File: src/vipa_pkg.sv
// Constants shared by the vectored interrupt priority/acknowledge block
// Function
// Mask flag 0 lets its source be serviced, 1 blocks it.
// Priority flag 0 selects high level, 1 selects low level.
// Three priority registers reset to all ones; bit or byte writable.
// Software writes ones into unused priority register bits.
// Low and high priority registers also form one 16-bit register.
// Edge enable pair: 00 off, 01 falling, 10 rising, 11 both.
// Both edge enable registers clear to zero on reset.
// Software keeps edge enable bits 3 to 7 at zero.
// Edge bit 0 is port3_bit0, bit 1 port3_bit3, bit 2 comparator.
// Software clears both edge bits before returning a pin to port use.
// Status word holds enable and in-service flags, resets to 02H.
// Status word byte and bit writable; enable/disable set and clear enable.
// Source eligible only with request flag 1 and mask flag 0.
// Needs global enable; low level blocked while in-service flag is 0.
// Request to vector latency 7-32 clocks high, 8-33 clocks low.
// Higher programmed level wins; ties go to fixed default priority.
// Untaken request stays pending until its conditions are met.
// Ack pushes status then PC, clears enable, copies priority, vectors.
// Status word pushed and restored by the stack instructions.
// Break instruction always raises a software interrupt.
// Software interrupt pushes status, PC, clears enable, vectors to 003EH.
// Software leaves a software interrupt only with break return.
// Accepted source request flag clears automatically on acknowledge.
// Default priority ranks sources from 0 highest to 28 lowest. Code has NUM_SRC = 24 sources, 0 to 23.
// Acknowledge and stacking only at an instruction boundary.
package vipa_pkg;

    // ------------------------------------------------------------------
    // Register map
    // ------------------------------------------------------------------
    localparam logic [15:0] ADDR_RISE_EN = 16'hff48;
    localparam logic [15:0] ADDR_FALL_EN = 16'hff49;
    localparam logic [15:0] ADDR_PR0_LOW = 16'hffe8;
    localparam logic [15:0] ADDR_PR0_HIGH = 16'hffe9;
    localparam logic [15:0] ADDR_PR1_LOW = 16'hffea;

    localparam logic [7:0] PR_RESET = 8'hff;
    localparam logic [7:0] EDGE_RESET = 8'h00;
    localparam int EDGE_BITS = 3;
    localparam logic [7:0] PSW_RESET = 8'h02;
    localparam int PSW_IE_BIT = 7;
    localparam int PSW_ISP_BIT = 1;

    // ------------------------------------------------------------------
    // Sources: flag position equals default priority
    // ------------------------------------------------------------------
    localparam int NUM_SRC = 24;
    localparam int SRC_W = 5;
    localparam int SRC_EXT0 = 1;
    localparam int SRC_EXT1 = 2;
    localparam int SRC_CMP = 3;
    localparam logic [15:0] VEC_BASE = 16'h0004;
    localparam logic [15:0] VEC_BREAK = 16'h003e;
    localparam int LOWEST_DEF_PRIO = 28;

    // ------------------------------------------------------------------
    // Timing in CPU clocks
    // ------------------------------------------------------------------
    localparam int LAT_MIN_HI_CLK = 7;
    localparam int LAT_MAX_HI_CLK = 32;
    localparam int LAT_MIN_LO_CLK = 8;
    localparam int LAT_MAX_LO_CLK = 33;
    localparam int LO_EXTRA_CLK = LAT_MIN_LO_CLK - LAT_MIN_HI_CLK;

    typedef enum logic [2:0] {
        ST_IDLE,
        ST_WAIT_LOW,
        ST_PUSH_PSW,
        ST_PUSH_PC,
        ST_VECTOR
    } vipa_state_t;

endpackage
File: src/vipa_ctrl.sv
// Interrupt priority, acknowledge and vectoring control
`timescale 1ns/10ps
module vipa_ctrl (
    // Clock and reset
    input logic core_clk_in,
    input logic reset_n_in,
    // CPU memory access
    input logic [15:0] mem_addr_in,
    input logic mem_wr_in,
    input logic mem_rd_in,
    input logic mem_wide_in,
    input logic mem_bit_in,
    input logic [2:0] mem_bit_idx_in,
    input logic [15:0] mem_wdata_in,
    output logic [15:0] mem_rdata_out,
    output logic mem_hit_out,
    // Status word access
    input logic psw_wr_in,
    input logic [7:0] psw_wdata_in,
    input logic psw_restore_in,
    input logic [7:0] psw_restore_data_in,
    input logic enable_int_instruction_in,
    input logic disable_int_instruction_in,
    output logic [7:0] psw_out,
    // Interrupt sources
    input logic [vipa_pkg::NUM_SRC-1:0] req_pulse_in,
    input logic [vipa_pkg::NUM_SRC-1:0] req_clr_in,
    input logic [vipa_pkg::NUM_SRC-1:0] mask_flags_in,
    input logic port3_bit0_in,
    input logic port3_bit3_in,
    input logic comparator_in,
    output logic [vipa_pkg::NUM_SRC-1:0] req_flags_out,
    // CPU sequencing
    input logic instr_boundary_in,
    input logic break_instruction_in,
    input logic [15:0] pc_in,
    output logic busy_out,
    output logic push_valid_out,
    output logic [15:0] push_data_out,
    output logic pc_load_out,
    output logic [15:0] pc_vector_out
);
    import vipa_pkg::*;

    // ------------------------------------------------------------------
    // Reset release
    // ------------------------------------------------------------------
    logic rst_meta_q;
    logic rst_n_q;

    always_ff @(posedge core_clk_in or negedge reset_n_in)
    begin
        if (!reset_n_in)
        begin
            rst_meta_q <= 1'b0;
            rst_n_q <= 1'b0;
        end
        else
        begin
            rst_meta_q <= 1'b1;
            rst_n_q <= rst_meta_q;
        end
    end

    function automatic logic [7:0] apply_wr(input logic [7:0] old,
                                           input logic [7:0] data,
                                           input logic bit_op,
                                           input logic [2:0] idx);
        logic [7:0] res;
        res = old;
        if (bit_op)
            res[idx] = data[0];
        else
            res = data;
        return res;
    endfunction

    // ------------------------------------------------------------------
    // Register file
    // ------------------------------------------------------------------
    logic [7:0] priority_flags_0_low_q, priority_flags_0_low_d, priority_flags_0_high_q, priority_flags_0_high_d, priority_flags_1_low_q, priority_flags_1_low_d;
    logic [EDGE_BITS-1:0] rise_q, rise_d, fall_q, fall_d;
    logic [15:0] rdata_q, rdata_d;
    logic hit_q, hit_d;
    logic wide_pr0;
    logic [7:0] wlo;
    logic [7:0] rise_wr;
    logic [7:0] fall_wr;

    assign wide_pr0 = mem_wide_in && !mem_bit_in
                   && mem_addr_in == ADDR_PR0_LOW;
    assign wlo = mem_wdata_in[7:0];
    assign rise_wr = apply_wr({5'h00, rise_q}, wlo, mem_bit_in,
                              mem_bit_idx_in);
    assign fall_wr = apply_wr({5'h00, fall_q}, wlo, mem_bit_in,
                              mem_bit_idx_in);

    always_comb
    begin
        priority_flags_0_low_d = priority_flags_0_low_q;
        priority_flags_0_high_d = priority_flags_0_high_q;
        priority_flags_1_low_d = priority_flags_1_low_q;
        rise_d = rise_q;
        fall_d = fall_q;
        if (mem_wr_in)
        begin
            if (wide_pr0)
            begin
                priority_flags_0_low_d = mem_wdata_in[7:0];
                priority_flags_0_high_d = mem_wdata_in[15:8];
            end
            else
            begin
                case (mem_addr_in)
                    ADDR_PR0_LOW:
                        priority_flags_0_low_d = apply_wr(priority_flags_0_low_q, wlo, mem_bit_in,
                                          mem_bit_idx_in);
                    ADDR_PR0_HIGH:
                        priority_flags_0_high_d = apply_wr(priority_flags_0_high_q, wlo, mem_bit_in,
                                          mem_bit_idx_in);
                    ADDR_PR1_LOW:
                        priority_flags_1_low_d = apply_wr(priority_flags_1_low_q, wlo, mem_bit_in,
                                          mem_bit_idx_in);
                    ADDR_RISE_EN:
                        rise_d = rise_wr[EDGE_BITS-1:0];
                    ADDR_FALL_EN:
                        fall_d = fall_wr[EDGE_BITS-1:0];
                    default:
                        ;
                endcase
            end
        end
        rdata_d = 16'h0000;
        hit_d = 1'b0;
        if (mem_rd_in)
        begin
            hit_d = 1'b1;
            if (mem_wide_in && mem_addr_in == ADDR_PR0_LOW)
                rdata_d = {priority_flags_0_high_q, priority_flags_0_low_q};
            else
            begin
                case (mem_addr_in)
                    ADDR_PR0_LOW: rdata_d = {8'h00, priority_flags_0_low_q};
                    ADDR_PR0_HIGH: rdata_d = {8'h00, priority_flags_0_high_q};
                    ADDR_PR1_LOW: rdata_d = {8'h00, priority_flags_1_low_q};
                    ADDR_RISE_EN: rdata_d = {13'h0000, rise_q};
                    ADDR_FALL_EN: rdata_d = {13'h0000, fall_q};
                    default: hit_d = 1'b0;
                endcase
            end
        end
    end

    always_ff @(posedge core_clk_in or negedge rst_n_q)
    begin
        if (!rst_n_q)
        begin
            priority_flags_0_low_q <= PR_RESET;
            priority_flags_0_high_q <= PR_RESET;
            priority_flags_1_low_q <= PR_RESET;
            rise_q <= EDGE_RESET[EDGE_BITS-1:0];
            fall_q <= EDGE_RESET[EDGE_BITS-1:0];
            rdata_q <= 16'h0000;
            hit_q <= 1'b0;
        end
        else
        begin
            priority_flags_0_low_q <= priority_flags_0_low_d;
            priority_flags_0_high_q <= priority_flags_0_high_d;
            priority_flags_1_low_q <= priority_flags_1_low_d;
            rise_q <= rise_d;
            fall_q <= fall_d;
            rdata_q <= rdata_d;
            hit_q <= hit_d;
        end
    end

    // ------------------------------------------------------------------
    // External edges and request flags
    // ------------------------------------------------------------------
    logic [EDGE_BITS-1:0] ext_edge;
    logic [NUM_SRC-1:0] set_vec;
    logic [NUM_SRC-1:0] ack_clr;
    logic [NUM_SRC-1:0] req_q, req_d;

    vipa_edge_det u_edge (
        .core_clk_in(core_clk_in),
        .rst_n_in(rst_n_q),
        .pin_in({comparator_in, port3_bit3_in, port3_bit0_in}),
        .rise_en_in(rise_q),
        .fall_en_in(fall_q),
        .edge_out(ext_edge)
    );

    always_comb
    begin
        set_vec = req_pulse_in;
        set_vec[SRC_EXT0] = req_pulse_in[SRC_EXT0] | ext_edge[0];
        set_vec[SRC_EXT1] = req_pulse_in[SRC_EXT1] | ext_edge[1];
        set_vec[SRC_CMP] = req_pulse_in[SRC_CMP] | ext_edge[2];
        // Pending flags hold until taken; a new event beats any clear
        req_d = (req_q & ~(req_clr_in | ack_clr)) | set_vec;
    end

    always_ff @(posedge core_clk_in or negedge rst_n_q)
    begin
        if (!rst_n_q)
            req_q <= '0;
        else
            req_q <= req_d;
    end

    // ------------------------------------------------------------------
    // Arbitration
    // ------------------------------------------------------------------
    logic [7:0] psw_q, psw_d;
    logic [NUM_SRC-1:0] pr_all, elig, elig_hi, elig_lo;
    logic win_found;
    logic win_pr;
    logic [SRC_W-1:0] win_idx;

    assign pr_all = {priority_flags_1_low_q, priority_flags_0_high_q, priority_flags_0_low_q};
    assign elig = req_q & ~mask_flags_in;
    assign elig_hi = elig & ~pr_all;
    assign elig_lo = elig & pr_all & {NUM_SRC{psw_q[PSW_ISP_BIT]}};

    always_comb
    begin
        win_found = 1'b0;
        win_pr = 1'b0;
        win_idx = '0;
        // Lowest index wins within a level; high level searched first
        for (int i = NUM_SRC - 1; i >= 0; i--)
        begin
            if (elig_hi[i])
            begin
                win_found = 1'b1;
                win_idx = SRC_W'(i);
            end
        end
        if (!win_found)
        begin
            for (int i = NUM_SRC - 1; i >= 0; i--)
            begin
                if (elig_lo[i])
                begin
                    win_found = 1'b1;
                    win_pr = 1'b1;
                    win_idx = SRC_W'(i);
                end
            end
        end
    end

    // ------------------------------------------------------------------
    // Acknowledge sequencer and status word
    // ------------------------------------------------------------------
    vipa_state_t state_q, state_d;
    logic ack_brk, ack_mask, ack_any;
    logic [7:0] spsw_q, spsw_d;
    logic [15:0] spc_q, spc_d, vec_q, vec_d, pdata_q, pdata_d;
    logic [SRC_W-1:0] sidx_q, sidx_d;
    logic busy_q, busy_d, push_q, push_d, load_q, load_d;

    assign ack_brk = state_q == ST_IDLE && instr_boundary_in
                  && break_instruction_in;
    assign ack_mask = state_q == ST_IDLE && instr_boundary_in
                   && !break_instruction_in && psw_q[PSW_IE_BIT]
                   && win_found;
    assign ack_any = ack_brk || ack_mask;
    assign ack_clr = ack_mask ? (NUM_SRC'(1) << win_idx) : '0;

    always_comb
    begin
        state_d = state_q;
        spsw_d = spsw_q;
        spc_d = spc_q;
        vec_d = vec_q;
        sidx_d = sidx_q;
        psw_d = psw_q;
        case (state_q)
            ST_IDLE:
            begin
                if (ack_any)
                begin
                    spsw_d = psw_q;
                    spc_d = pc_in;
                    psw_d[PSW_IE_BIT] = 1'b0;
                    if (ack_brk)
                    begin
                        vec_d = VEC_BREAK;
                        state_d = ST_PUSH_PSW;
                    end
                    else
                    begin
                        psw_d[PSW_ISP_BIT] = win_pr;
                        sidx_d = win_idx;
                        vec_d = VEC_BASE + {10'h000, win_idx, 1'b0};
                        state_d = win_pr ? ST_WAIT_LOW : ST_PUSH_PSW;
                    end
                end
                else if (psw_restore_in)
                    psw_d = psw_restore_data_in;
                else if (psw_wr_in)
                    psw_d = psw_wdata_in;
                else if (enable_int_instruction_in)
                    psw_d[PSW_IE_BIT] = 1'b1;
                else if (disable_int_instruction_in)
                    psw_d[PSW_IE_BIT] = 1'b0;
            end
            ST_WAIT_LOW: state_d = ST_PUSH_PSW;
            ST_PUSH_PSW: state_d = ST_PUSH_PC;
            ST_PUSH_PC: state_d = ST_VECTOR;
            ST_VECTOR: state_d = ST_IDLE;
            default: state_d = ST_IDLE;
        endcase
        busy_d = state_d != ST_IDLE;
        push_d = state_d == ST_PUSH_PSW || state_d == ST_PUSH_PC;
        pdata_d = state_d == ST_PUSH_PSW ? {8'h00, spsw_d} : spc_d;
        load_d = state_d == ST_VECTOR;
    end

    always_ff @(posedge core_clk_in or negedge rst_n_q)
    begin
        if (!rst_n_q)
        begin
            state_q <= ST_IDLE;
            psw_q <= PSW_RESET;
            spsw_q <= 8'h00;
            spc_q <= 16'h0000;
            vec_q <= 16'h0000;
            sidx_q <= '0;
            busy_q <= 1'b0;
            push_q <= 1'b0;
            pdata_q <= 16'h0000;
            load_q <= 1'b0;
        end
        else
        begin
            state_q <= state_d;
            psw_q <= psw_d;
            spsw_q <= spsw_d;
            spc_q <= spc_d;
            vec_q <= vec_d;
            sidx_q <= sidx_d;
            busy_q <= busy_d;
            push_q <= push_d;
            pdata_q <= pdata_d;
            load_q <= load_d;
        end
    end

    assign mem_rdata_out = rdata_q;
    assign mem_hit_out = hit_q;
    assign psw_out = psw_q;
    assign req_flags_out = req_q;
    assign busy_out = busy_q;
    assign push_valid_out = push_q;
    assign push_data_out = pdata_q;
    assign pc_load_out = load_q;
    assign pc_vector_out = vec_q;
endmodule

File: src/vipa_edge_det.sv
// External interrupt pin synchroniser and valid-edge detector
`timescale 1ns/10ps
module vipa_edge_det (
    // Clock and reset
    input logic core_clk_in,
    input logic rst_n_in,
    // Pins and edge selection
    input logic [vipa_pkg::EDGE_BITS-1:0] pin_in,
    input logic [vipa_pkg::EDGE_BITS-1:0] rise_en_in,
    input logic [vipa_pkg::EDGE_BITS-1:0] fall_en_in,
    // Detected edges
    output logic [vipa_pkg::EDGE_BITS-1:0] edge_out
);
    import vipa_pkg::*;

    logic [EDGE_BITS-1:0] meta_q;
    logic [EDGE_BITS-1:0] sync_q;
    logic [EDGE_BITS-1:0] prev_q;
    logic [EDGE_BITS-1:0] edge_q;
    logic [EDGE_BITS-1:0] edge_d;

    always_comb
    begin
        edge_d = (sync_q & ~prev_q & rise_en_in)
               | (~sync_q & prev_q & fall_en_in);
    end

    always_ff @(posedge core_clk_in or negedge rst_n_in)
    begin
        if (!rst_n_in)
        begin
            meta_q <= '0;
            sync_q <= '0;
            prev_q <= '0;
            edge_q <= '0;
        end
        else
        begin
            meta_q <= pin_in;
            sync_q <= meta_q;
            prev_q <= sync_q;
            edge_q <= edge_d;
        end
    end

    assign edge_out = edge_q;
endmodule

File: config.mk
export PLATFORM = sky130hd
export DESIGN_NAME = vipa_ctrl
export DESIGN_NICKNAME = d
export VERILOG_FILES = /design/src/vipa_pkg.sv /design/src/vipa_ctrl.sv /design/src/vipa_edge_det.sv
export SDC_FILE = /design/constraint.sdc
export NUM_CORES = 1
export LEC_CHECK = 0
export BUFFER_PORTS_ARGS = -buffer_cell sky130_fd_sc_hd__buf_2
export CAP_MARGIN = 20
export CORE_MARGIN = 4
export CORE_UTILIZATION = 37
export CTS_BUF_LIST = sky130_fd_sc_hd__clkbuf_4
export DETAILED_ROUTE_END_ITERATION = 16
export HOLD_SLACK_MARGIN = 0.02
export PLACE_DENSITY = 0.67
export SYNTH_ARGS = -nofsm -noshare
export SYNTH_HDL_FRONTEND = slang
export SYNTH_HIERARCHICAL = 1
export SYNTH_SLANG_ARGS = --single-unit
File: constraint.sdc
create_clock -name core_clk_in -period 5.2 [get_ports core_clk_in]
set_input_delay 0.26 -clock core_clk_in [delete_from_list [all_inputs] [get_ports core_clk_in]]
set_output_delay 0.26 -clock core_clk_in [all_outputs]
set_load 0.02 [all_outputs]
==> results of run 1 <==
-- registers in the layout (all words and copies together), names as in the netlist --
signal,flops
u_edge/meta_q,3
push_valid_out,1
state_q,3
u_edge/sync_q,3
busy_out,1
fall_q,3
u_edge/prev_q,3
u_edge/edge_out,3
priority_flags_0_high_q,8
req_flags_out,24
spsw_q,8
pc_vector_out,6
mem_rdata_out,16
psw_out,8
push_data_out,16
rst_meta_q,1
rise_q,3
priority_flags_0_low_q,8
spc_q,16
priority_flags_1_low_q,8
mem_hit_out,1
pc_load_out,1
rst_n_q,1
-- cells in the mapped netlist, types with 6 or more instances --
library cell  number  area share (%)
clkbuf_1          12            0.58
dfrtp_1          120              39
mux2_4            23             4.5
buf_4             11             1.1
nand4b_1          22             2.5
a22oi_1            6            0.58
and3_1             6            0.49
mux2i_1           30             3.9
a31oi_1           15             1.2
nand3_1           17             1.1
nor3b_1           26             2.5
o31ai_1           10            0.97
o21ai_0           43             2.8
dfstp_2           25             8.5
nor2b_1           14             1.1
a21oi_1           30             1.9
nand4_1            9            0.73
nor4_1             9            0.73
a31o_2             7            0.79
nor3_1            13            0.84
mux2_2            13             1.9
nand2_1           56             2.7
inv_1             33             1.6
and2_1            26             2.1
nand2b_1          14             1.1
nor2_1            39             1.9
nand3b_1          11             1.1
or4_1              7            0.68
buf_2              6            0.39
-- worst max-delay path by stage --
stage | cells past startpoint | endpoint | slack [ps]
global route | 7 | push_data_out[7]$_DFF_PN0_ | 1160
detailed placement | 7 | push_data_out[7]$_DFF_PN0_ | 1520
global placement | 7 | push_data_out[7]$_DFF_PN0_ | 1640
CTS | 9 | req_flags_out[12]$_DFF_PN0_ | 1440
floorplan | 0 | busy_out$_DFF_PN0_ | 900
finish | 9 | req_flags_out[20]$_DFF_PN0_ | 1390
-- worst max-delay path: stages (launching register included) --
cell           delay (ps)
dfstp_2               610
nor3b_1                90
or4_1                 660
nor4_4                360
and2_2                250
a32o_1                490
nor2b_2               330
nand3_1               110
a31o_1                270
dlygate4sd3_1         550
-- layer usage --
layer  global-route usage (%)  up-vias
met2                     35.2      268
met4                     5.94        2
met3                     5.94       35
met1                     26.3     3327
li1                         -     3370
met5                        0        -
-- layout make-up --
cell class	instances	area share [%]
diodes	1	0.0245
repair buffers	318	19.9
inverters	35	1.30
clock buffers	18	1.32
flip-flops and latches	145	35.8
clock inverters	14	1.62
well taps	270	3.31
multi-input cells	544	36.7
-- logic make-up (layout without fill, tap and decap cells) --
logic type,Yosys count,after routing
compound gates,166,166
xor+xnor,2,2
buf+inv,69,385
mux,66,66
other cells,2,12
simple gates,298,298
flops,145,145
fa+ha+maj,1,1
-- timing repair --
item                                   CTS  global route
hold buffers                            85             0
endpoints found under the hold margin   73             0
buffers inserted                         0             0
-- power groups by stage --
stage                     sequential [uW]  clock, uW  combinational (uW)
after detailed placement             1580          0                1100
after global routing                 1590        830                1260
final                                1550        754                1160
after CTS                            1560        777                1170
after global placement               1570          0                1080
after floorplan                      1670          0                 660
-- through the flow --
stage	std cells	util, %	cell area [sq um]	total power, uW	hold slack (ps)
2_1_floorplan	758	-	7750	2330	-35.6
3_3_place_gp	1226	44.5	9060	2660	46.5
3_5_place_dp	1227	44.5	9070	2680	48.9
4_1_cts	1344	50.2	10200	3500	32.4
5_1_grt	1345	50.2	10200	3680	44.7
6_report	1345	50.2	10200	3470	84.8
==> results by group, run 1 <==
CTS
  – Clock buffer depth: 2
  – Clk_lat worst skew: 550 ps
  – Root buffer cell: clkbuf_4
  – Clk pin slew, worst setup/hold paths: 130 ps
  – Clock sink count: 145
  – CTS tree: yes
  – Resized cells post-CTS: 0
  – CTS H-Tree Depth: 4
  – CTS Buf Count: 17

Floorplanning
  – Initial Util: 37.9%
  – Row Count: 52
  – Ports: 238
  – Die X: 152 microns
  – Die area: 0.0232 sq mm
  – Die height: 152 microns
  – Placeable Area: 0.0204 sq mm

Detailed routing
  – Top Layer Used: met5
  – Met2 wire length: 12,200 microns
  – Post-DR vias/cell: 5.21
  – Detailed Route WL: 24,600 microns
  – Routed metal-1 wirelength: 10,100 microns
  – Drt wl/cell: 18.3 microns
  – DRT iter0 DRCs: 405
  – Remaining DRCs: 0
  – Met3 WL: 1750 microns
  – Antenna viol nets, final: 0
  – TritonRoute pass-1 iters: 6
  – DR vias: 7,002

Timing
  – RSZ-0062 raised after global routing: false
  – Setup TNS: 0 ps
  – Final hold violation count: 0
  – Setup violators final: 0
  – Clock skew: 20.4 ps
  – Crit path time final: 3810 ps
  – Worst-Margin Slew: 982 ps
  – Period Utilization, post-route: 73.2%
  – FMAX: 263 MHz
  – Slew Viols, Final: 0
  – Max-slew headroom: 34.5%
  – Final Worst Setup Slack: 1390 ps

Run
  – Max-Cap Viols: 0

Logic synthesis
  – Area share of fa/ha/maj cells after synthesis: 0.162%
  – Synth warn: 6
  – Synth Area in Simple Gates: 23.1%
  – Main combinational cell family by area after synthesis: simple AND/OR/NAND/NOR gates
  – Sequential area share after synthesis: 47.4%
  – Synth Area in Compound Gates: 14.3%
  – Post-synthesis mux area share: 10.3%
  – Ys async rst share: 100%
  – Flip-flop and latch count after synthesis: 145
  – Number of synthesized flops with an enable pin: 0
  – Ys flop type: dfrtp_1
  – Post-synthesis cell area: 0.00772 sq mm
  – Xor/xnor share of the synthesized area: 0.227%
  – Synthesized area per cell: 10.3 sq um
  – Synth cell types: 77
  – Cells after Synth: 749

Run status
  – Status: completed

Placement
  – IO Port Bufs: 227
  – Place WS: 1520 ps
  – DP Wirelength: 18,400 microns
  – GP Congestion: 0.903

GRT
  – Total GRT Usage: 20.9%
  – Global-route wire length before repair: 38,700 microns
  – Vias in the first global route: 7,079
  – Initial antenna violation count: 2
  – Total congestion overflow: 0
  – Largest net degree at the start of global routing: 77

Critical path
  – Max Fanout on Critical Path: 11
  – Critical Path Start: priority_flags_0_high_q[5]$_DFFE_PN1P_
  – Worst EP arrival: 4260 ps
  – Critical path class: register to register
  – Reg2Reg Depth: 9
  – RR Endpoint: req_flags_out[20]$_DFF_PN0_
  – Reg2reg start: priority_flags_0_high_q[5]$_DFFE_PN1P_
  – Crit path capture type: register
  – Worst endpoint required time: 5650 ps
  – Critical Path Start Type: register
  – Reg2reg setup slack: 1390 ps

Power and ir drop
  – Max VDD drop: 0.000176 V
  – Power Density: 339 mW/mm^2
  – Logic gate share of total power: 33.4%
  – Sequential power share: 44.8%
  – Sw frac: 35.0%
  – P_leak: 0.00481 uW
  – P_sw: 1210 uW
  – Power Internal: 2250 uW
  – Clock Power Share: 21.7%

Final layout
  – Filler cell count: 1,855
  – FF/Latch Area: 0.00366 sq mm
  – Area growth syn-to-layout: 32.4%
  – Layout cells sized above 1: 33.1%
  – Most frequent cells in the layout: buf_2, dfrtp_1, dlygate4sd3_1
  – Commonest non-fill, non-tap cell in the layout: buf_2
  – Final nets: 1,216
  – Area of the multi-input gates: 0.00375 sq mm

Min path
  – WHS Path Cells: 3
  – Worst hold start: instr_boundary_in
  – Worst min path class: input pin to register
  – Hold endpoint: pc_vector_out[4]$_DFFE_PN0P_
Power figures use the tool's default switching activity.
==> inputs of run 2 (changes only) <==
PLACE_DENSITY = 0.69   (was 0.67)
clock period = 3.3 ns   (was 5.2 ns; I/O delays follow)
==> run 2 against run 1 <==
Effect of this change:
- global-route usage up 1.2 points
- register-to-register slack worse by 1200 ps
- combinational power up 66%
- cell count up 2.2%
- worst hold slack worse by 15 ps
- core utilization up 1.2 points
- count of clock-buffer cells in the layout up 1
- critical path type unchanged
==> results by group, run 2 (synthesized netlist as in run 1, its figures left out) <==
Power and ir drop
  – Power Internal: 3530 uW
  – Clock Power Share: 20.8%
  – Sequential power share: 44.2%
  – Max VDD drop: 0.000240 V
  – P_leak: 0.00497 uW
  – Power Density: 524 mW/mm^2
  – Logic gate share of total power: 35.0%
  – Sw frac: 35.5%
  – P_sw: 1950 uW

CTS
  – Clock buffer depth: 2
  – CTS H-Tree Depth: 4
  – Root buffer cell: clkbuf_4
  – Setup Fix Bufs, Post-CTS: 0
  – Clk_lat worst skew: 580 ps
  – CTS tree: yes
  – CTS Buf Count: 17
  – Clock sink count: 145
  – Clk pin slew, worst setup/hold paths: 130 ps

Floorplanning
  – Die height: 152 microns
  – Placeable Area: 0.0204 sq mm
  – Row Count: 52
  – Die area: 0.0232 sq mm
  – Initial Util: 37.9%
  – Ports: 238
  – Die X: 152 microns

Min path
  – WHS Path Cells: 4
  – Worst min path class: input pin to register

Timing
  – Final Worst Setup Slack: 207 ps
  – Final hold violation count: 0
  – Worst-Margin Slew: 779 ps
  – Period Utilization, post-route: 93.7%
  – Clock skew: 30.5 ps
  – Slew Viols, Final: 0
  – Setup TNS: 0 ps
  – Crit path time final: 3090 ps
  – Setup violators final: 0
  – RSZ-0062 raised after global routing: false
  – Max-slew headroom: 47.6%
  – FMAX: 323 MHz

Final layout
  – Layout cells sized above 1: 33.6%
  – Final nets: 1,245
  – Final std cells w/o fill: 1,374
  – Design Area, Final: 0.0105 sq mm
  – Area growth syn-to-layout: 35.7%
  – Max FFs per register: 24
  – Commonest non-fill, non-tap cell in the layout: buf_2
  – Most frequent cells in the layout: buf_2, dfrtp_1, dlygate4sd3_1

GRT
  – Largest net degree at the start of global routing: 67
  – Global-route wire length before repair: 41,000 microns
  – Total congestion overflow: 0
  – Initial antenna violation count: 0
  – Total GRT Usage: 22.0%
  – Vias in the first global route: 7,586

Detailed routing
  – DRT iter0 DRCs: 463
  – Antenna viol nets, final: 0
  – Detailed Route WL: 25,800 microns
  – DR vias: 7,295
  – Remaining DRCs: 0
  – TritonRoute pass-1 iters: 6
  – Drt wl/cell: 18.8 microns
  – Post-DR vias/cell: 5.31

Critical path
  – Reg2Reg Depth: 7
  – Critical Path Start Type: register
  – Max Fanout on Critical Path: 21
  – Crit path capture type: register
  – Worst EP arrival: 3560 ps
  – Worst endpoint required time: 3770 ps
  – Critical path class: register to register

Run status
  – Status: completed

Placement
  – IO Port Bufs: 227
  – DP Wirelength: 19,000 microns
  – DP Area: 0.00919 sq mm
  – GP Congestion: 0.888
  – Placed insts: 1,242
  – Place WS: 191 ps

Run
  – Max-Cap Viols: 0
## run 2: final timing paths
kind | start | to | slack [ps]
setup / recovery | priority_flags_0_high_q[7]$_DFFE_PN1P_ | req_flags_out[9]$_DFF_PN0_ | 210
hold / removal | mem_wdata_in[4] | priority_flags_0_low_q[4]$_DFFE_PN1P_ | 70
setup reg to reg | priority_flags_0_high_q[7]$_DFFE_PN1P_ | req_flags_out[9]$_DFF_PN0_ | 210
hold reg to reg | rst_n_q$_DFF_PN0_ | req_flags_out[11]$_DFF_PN0_ | 330
max in group asynchronous | rst_n_q$_DFF_PN0_ | req_flags_out[2]$_DFF_PN0_ | 2070
min in group asynchronous | rst_n_q$_DFF_PN0_ | req_flags_out[11]$_DFF_PN0_ | 330
## run 2: what timing repair did
item | in CTS | in global routing
setup endpoints to repair | 0 | 5
resized for setup | 0 | 1
endpoints found under the hold margin | 87 | 0
hold buffers | 99 | 0
## run 2: routing by layer
layer	part of all wire, %	global-route usage, %	wire length, microns	up-vias
met5	0	0	0	-
met4	2.7	7.55	692	0
met3	5.9	5.00	1530	51
met2	51	38.8	13100	283
met1	41	26.7	10500	3536
li1	-	-	-	3425
## run 2: area by class of cell
type	instances	area, sq um
Timing Repair Buffer	347	2300
Clock inverter	13	139
Sequential cell	145	3660
Multi-Input combinational cell	544	3750
Clock buffer	19	143
Tap cell	270	338
Inverter	35	133
Antenna cell	1	2.50
Fill cell	1882	9900
## run 2: per-stage QoR
step / util, % / total power (uW) / hold WS [ps]
2_1_floorplan: - / 3680 / -131
6_report: 51.4 / 5480 / 69.6
3_3_place_gp: 45.1 / 4230 / -49.0
4_1_cts: 51.4 / 5520 / 21.2
3_5_place_dp: 45.1 / 4280 / -48.3
5_1_grt: 51.4 / 5800 / 44.7
## run 2: power by group through the flow
stage / logic [uW] / clock network, uW / registers [uW]
floorplan: 1040 / 0 / 2640
global placement: 1780 / 0 / 2450
detailed placement: 1820 / 0 / 2460
CTS: 1920 / 1180 / 2430
global route: 2080 / 1250 / 2480
finish: 1920 / 1140 / 2420
## run 2: worst max-delay path: stages (launching register included)
cell	delay [ps]
dfstp_2	610
nor3b_1	100
or4_1	620
nor4_4	360
o2111ai_1	200
o211a_1	540
nand3b_1	310
a31o_2	260
==> inputs of run 3 (changes only) <==
PLACE_DENSITY = 0.67   (was 0.69)
clock period = 3.8 ns   (was 3.3 ns; I/O delays follow)
==> run 3 against run 2 <==
Effect of this change:
- die area unchanged
- via count shrank 2.2%
- sequential power fell by 13%
- critical path depth rose by 3
- total power shrank 12%
- clock power decreased by 8%
==> results by group, run 3 (synthesized netlist as in run 1, its figures left out) <==
Detailed routing
  – Remaining DRCs: 0
  – Drt wl/cell: 18.6 microns
  – DR vias: 7,132
  – Detailed Route WL: 25,400 microns
  – TritonRoute pass-1 iters: 5
  – DRT iter0 DRCs: 449
  – Antenna viol nets, final: 0
  – Post-DR vias/cell: 5.24

Critical path
  – Worst endpoint required time: 4260 ps
  – Cell Chain, Critical Path: buf_4, and4b_1, or4_4, or4_1, o21ai_1, nand3_1, nor2_1, nand3_1, a31o_1, dlygate4sd3_1
  – Critical Path Start Type: register
  – Slowest CP cell: dlygate4sd3_1
  – Critical Path Max Stage Delay: 550 ps
  – Most common cell on crit path: nand3_1
  – Max Fanout on Critical Path: 19
  – Crit path capture type: register
  – Worst EP arrival: 4110 ps
  – Critical path class: register to register

Final layout
  – Max FFs per register: 24
  – # diodes: 0
  – Most frequent cells in the layout: buf_2, dfrtp_1, dlygate4sd3_1
  – Area growth syn-to-layout: 34.8%
  – Area of the multi-input gates: 0.00377 sq mm
  – Final nets: 1,233
  – Filler cell count: 1,863
  – FF/Latch Area: 0.00366 sq mm
  – Layout cells sized above 1: 33.6%
  – Final std cells w/o fill: 1,361
  – Commonest non-fill, non-tap cell in the layout: buf_2
  – Design Area, Final: 0.0104 sq mm

Floorplanning
  – Die area: 0.0232 sq mm
  – Row Count: 52
  – Ports: 238
  – Die height: 152 microns
  – Placeable Area: 0.0204 sq mm
  – Die X: 152 microns
  – Initial Util: 37.9%

Run status
  – Status: completed

Timing
  – Final Worst Setup Slack: 147 ps
  – Max-slew headroom: 43.4%
  – Worst-Margin Slew: 850 ps
  – Slew Viols, Final: 0
  – Period Utilization, post-route: 96.1%
  – Final hold violation count: 0
  – RSZ-0062 raised after global routing: true
  – Crit path time final: 3650 ps
  – Setup violators final: 0
  – Setup TNS: 0 ps
  – FMAX: 274 MHz
  – Clock skew: 14.9 ps

GRT
  – Global-route wire length before repair: 40,300 microns
  – Vias in the first global route: 7,321
  – Initial antenna violation count: 0
  – Total congestion overflow: 0
  – Total GRT Usage: 21.6%
  – Largest net degree at the start of global routing: 83

CTS
  – Clock sink count: 145
  – Clk_lat worst skew: 560 ps
  – CTS Buf Count: 17
  – Root buffer cell: clkbuf_4
  – Clock buffer depth: 2
  – CTS H-Tree Depth: 4
  – Clk pin slew, worst setup/hold paths: 130 ps
  – Setup Fix Bufs, Post-CTS: 0
  – CTS tree: yes

Run
  – Max-Cap Viols: 0

Placement
  – GP Congestion: 0.907
  – DP Area: 0.00913 sq mm
  – IO Port Bufs: 227
  – Place WS: 409 ps
  – Placed insts: 1,234
  – DP Wirelength: 19,000 microns

Power and ir drop
  – Max VDD drop: 0.000214 V
  – P_leak: 0.00490 uW
  – Power Density: 464 mW/mm^2

Min path
  – Worst min path class: input pin to register
-- run 3: cell types whose count changed in the layout (fill, tap and decap cells not counted), sizes merged --
cell,change
buf,-8
clkinvlp,+2
bufinv,+1
dlygate4sd3,-4
clkinv,-3
diode,-1
-- run 3: critical path: cells and delay by family (launching register included) --
kind	cells	cell delay (ps)
and+or+nand+nor	6	1830
buffers and inverters	2	770
DFF	1	520
AOI/OAI and AO/OA	2	410
-- run 3: repair_timing --
item | CTS | global route
hold buffers | 95 | 0
gates resized for setup | 0 | 6
hold endpoints to repair | 85 | 0
endpoints found under the setup margin | 0 | 15
-- run 3: cell type report --
class	instances	area share, %
multi-input combinational	544	36.2
tap	270	3.25
timing repair buffer	335	21.1
inverter	35	1.27
clock buffer	19	1.37
clock inverter	13	1.56
sequential	145	35.2
-- run 3: worst paths after layout --
check                           depth (start not counted)  slack (ps)                        from                                     to
worst max-delay path                                   10         150      psw_out[1]$_DFFE_PN1P_            req_flags_out[16]$_DFF_PN0_
worst min-delay path                                    4          80           mem_bit_idx_in[1]  priority_flags_0_low_q[0]$_DFFE_PN1P_
worst max register to register                         10         150      psw_out[1]$_DFFE_PN1P_            req_flags_out[16]$_DFF_PN0_
worst min register to register                          0         340  u_edge/meta_q[1]$_DFF_PN0_             u_edge/sync_q[1]$_DFF_PN0_
max in group asynchronous                               1        2410           rst_n_q$_DFF_PN0_  priority_flags_0_low_q[1]$_DFFE_PN1P_
min in group asynchronous                               0         440           rst_n_q$_DFF_PN0_             req_flags_out[4]$_DFF_PN0_
-- run 3: report_power, final --
| group | switching [uW] | internal, uW | leakage (uW) |
|---|---|---|---|
| clock | 584 | 471 | 0.000159 |
| sequential | 233 | 1870 | 0.00172 |
| combinational | 870 | 797 | 0.00303 |
-- run 3: metrics by stage --
step                power, uW  utilization [%]  hold WS [ps]
global route             5110             51.1          50.7
detailed placement       3700             44.8         -24.2
global placement         3670             44.8         -24.2
floorplan                3190                -          -106
finish                   4830             51.1          77.9
CTS                      4860             51.0          38.1
-- run 3: per-layer routing --
layer | up-vias | GRT usage [%] | part of all wire, % | wire, microns
met4 | 0 | 6.02 | 2.3 | 594
met2 | 257 | 37.3 | 50 | 12600
met5 | - | 0 | 0 | 0
met3 | 44 | 5.34 | 5.4 | 1370
met1 | 3426 | 27.1 | 43 | 10800
li1 | 3405 | - | - | -
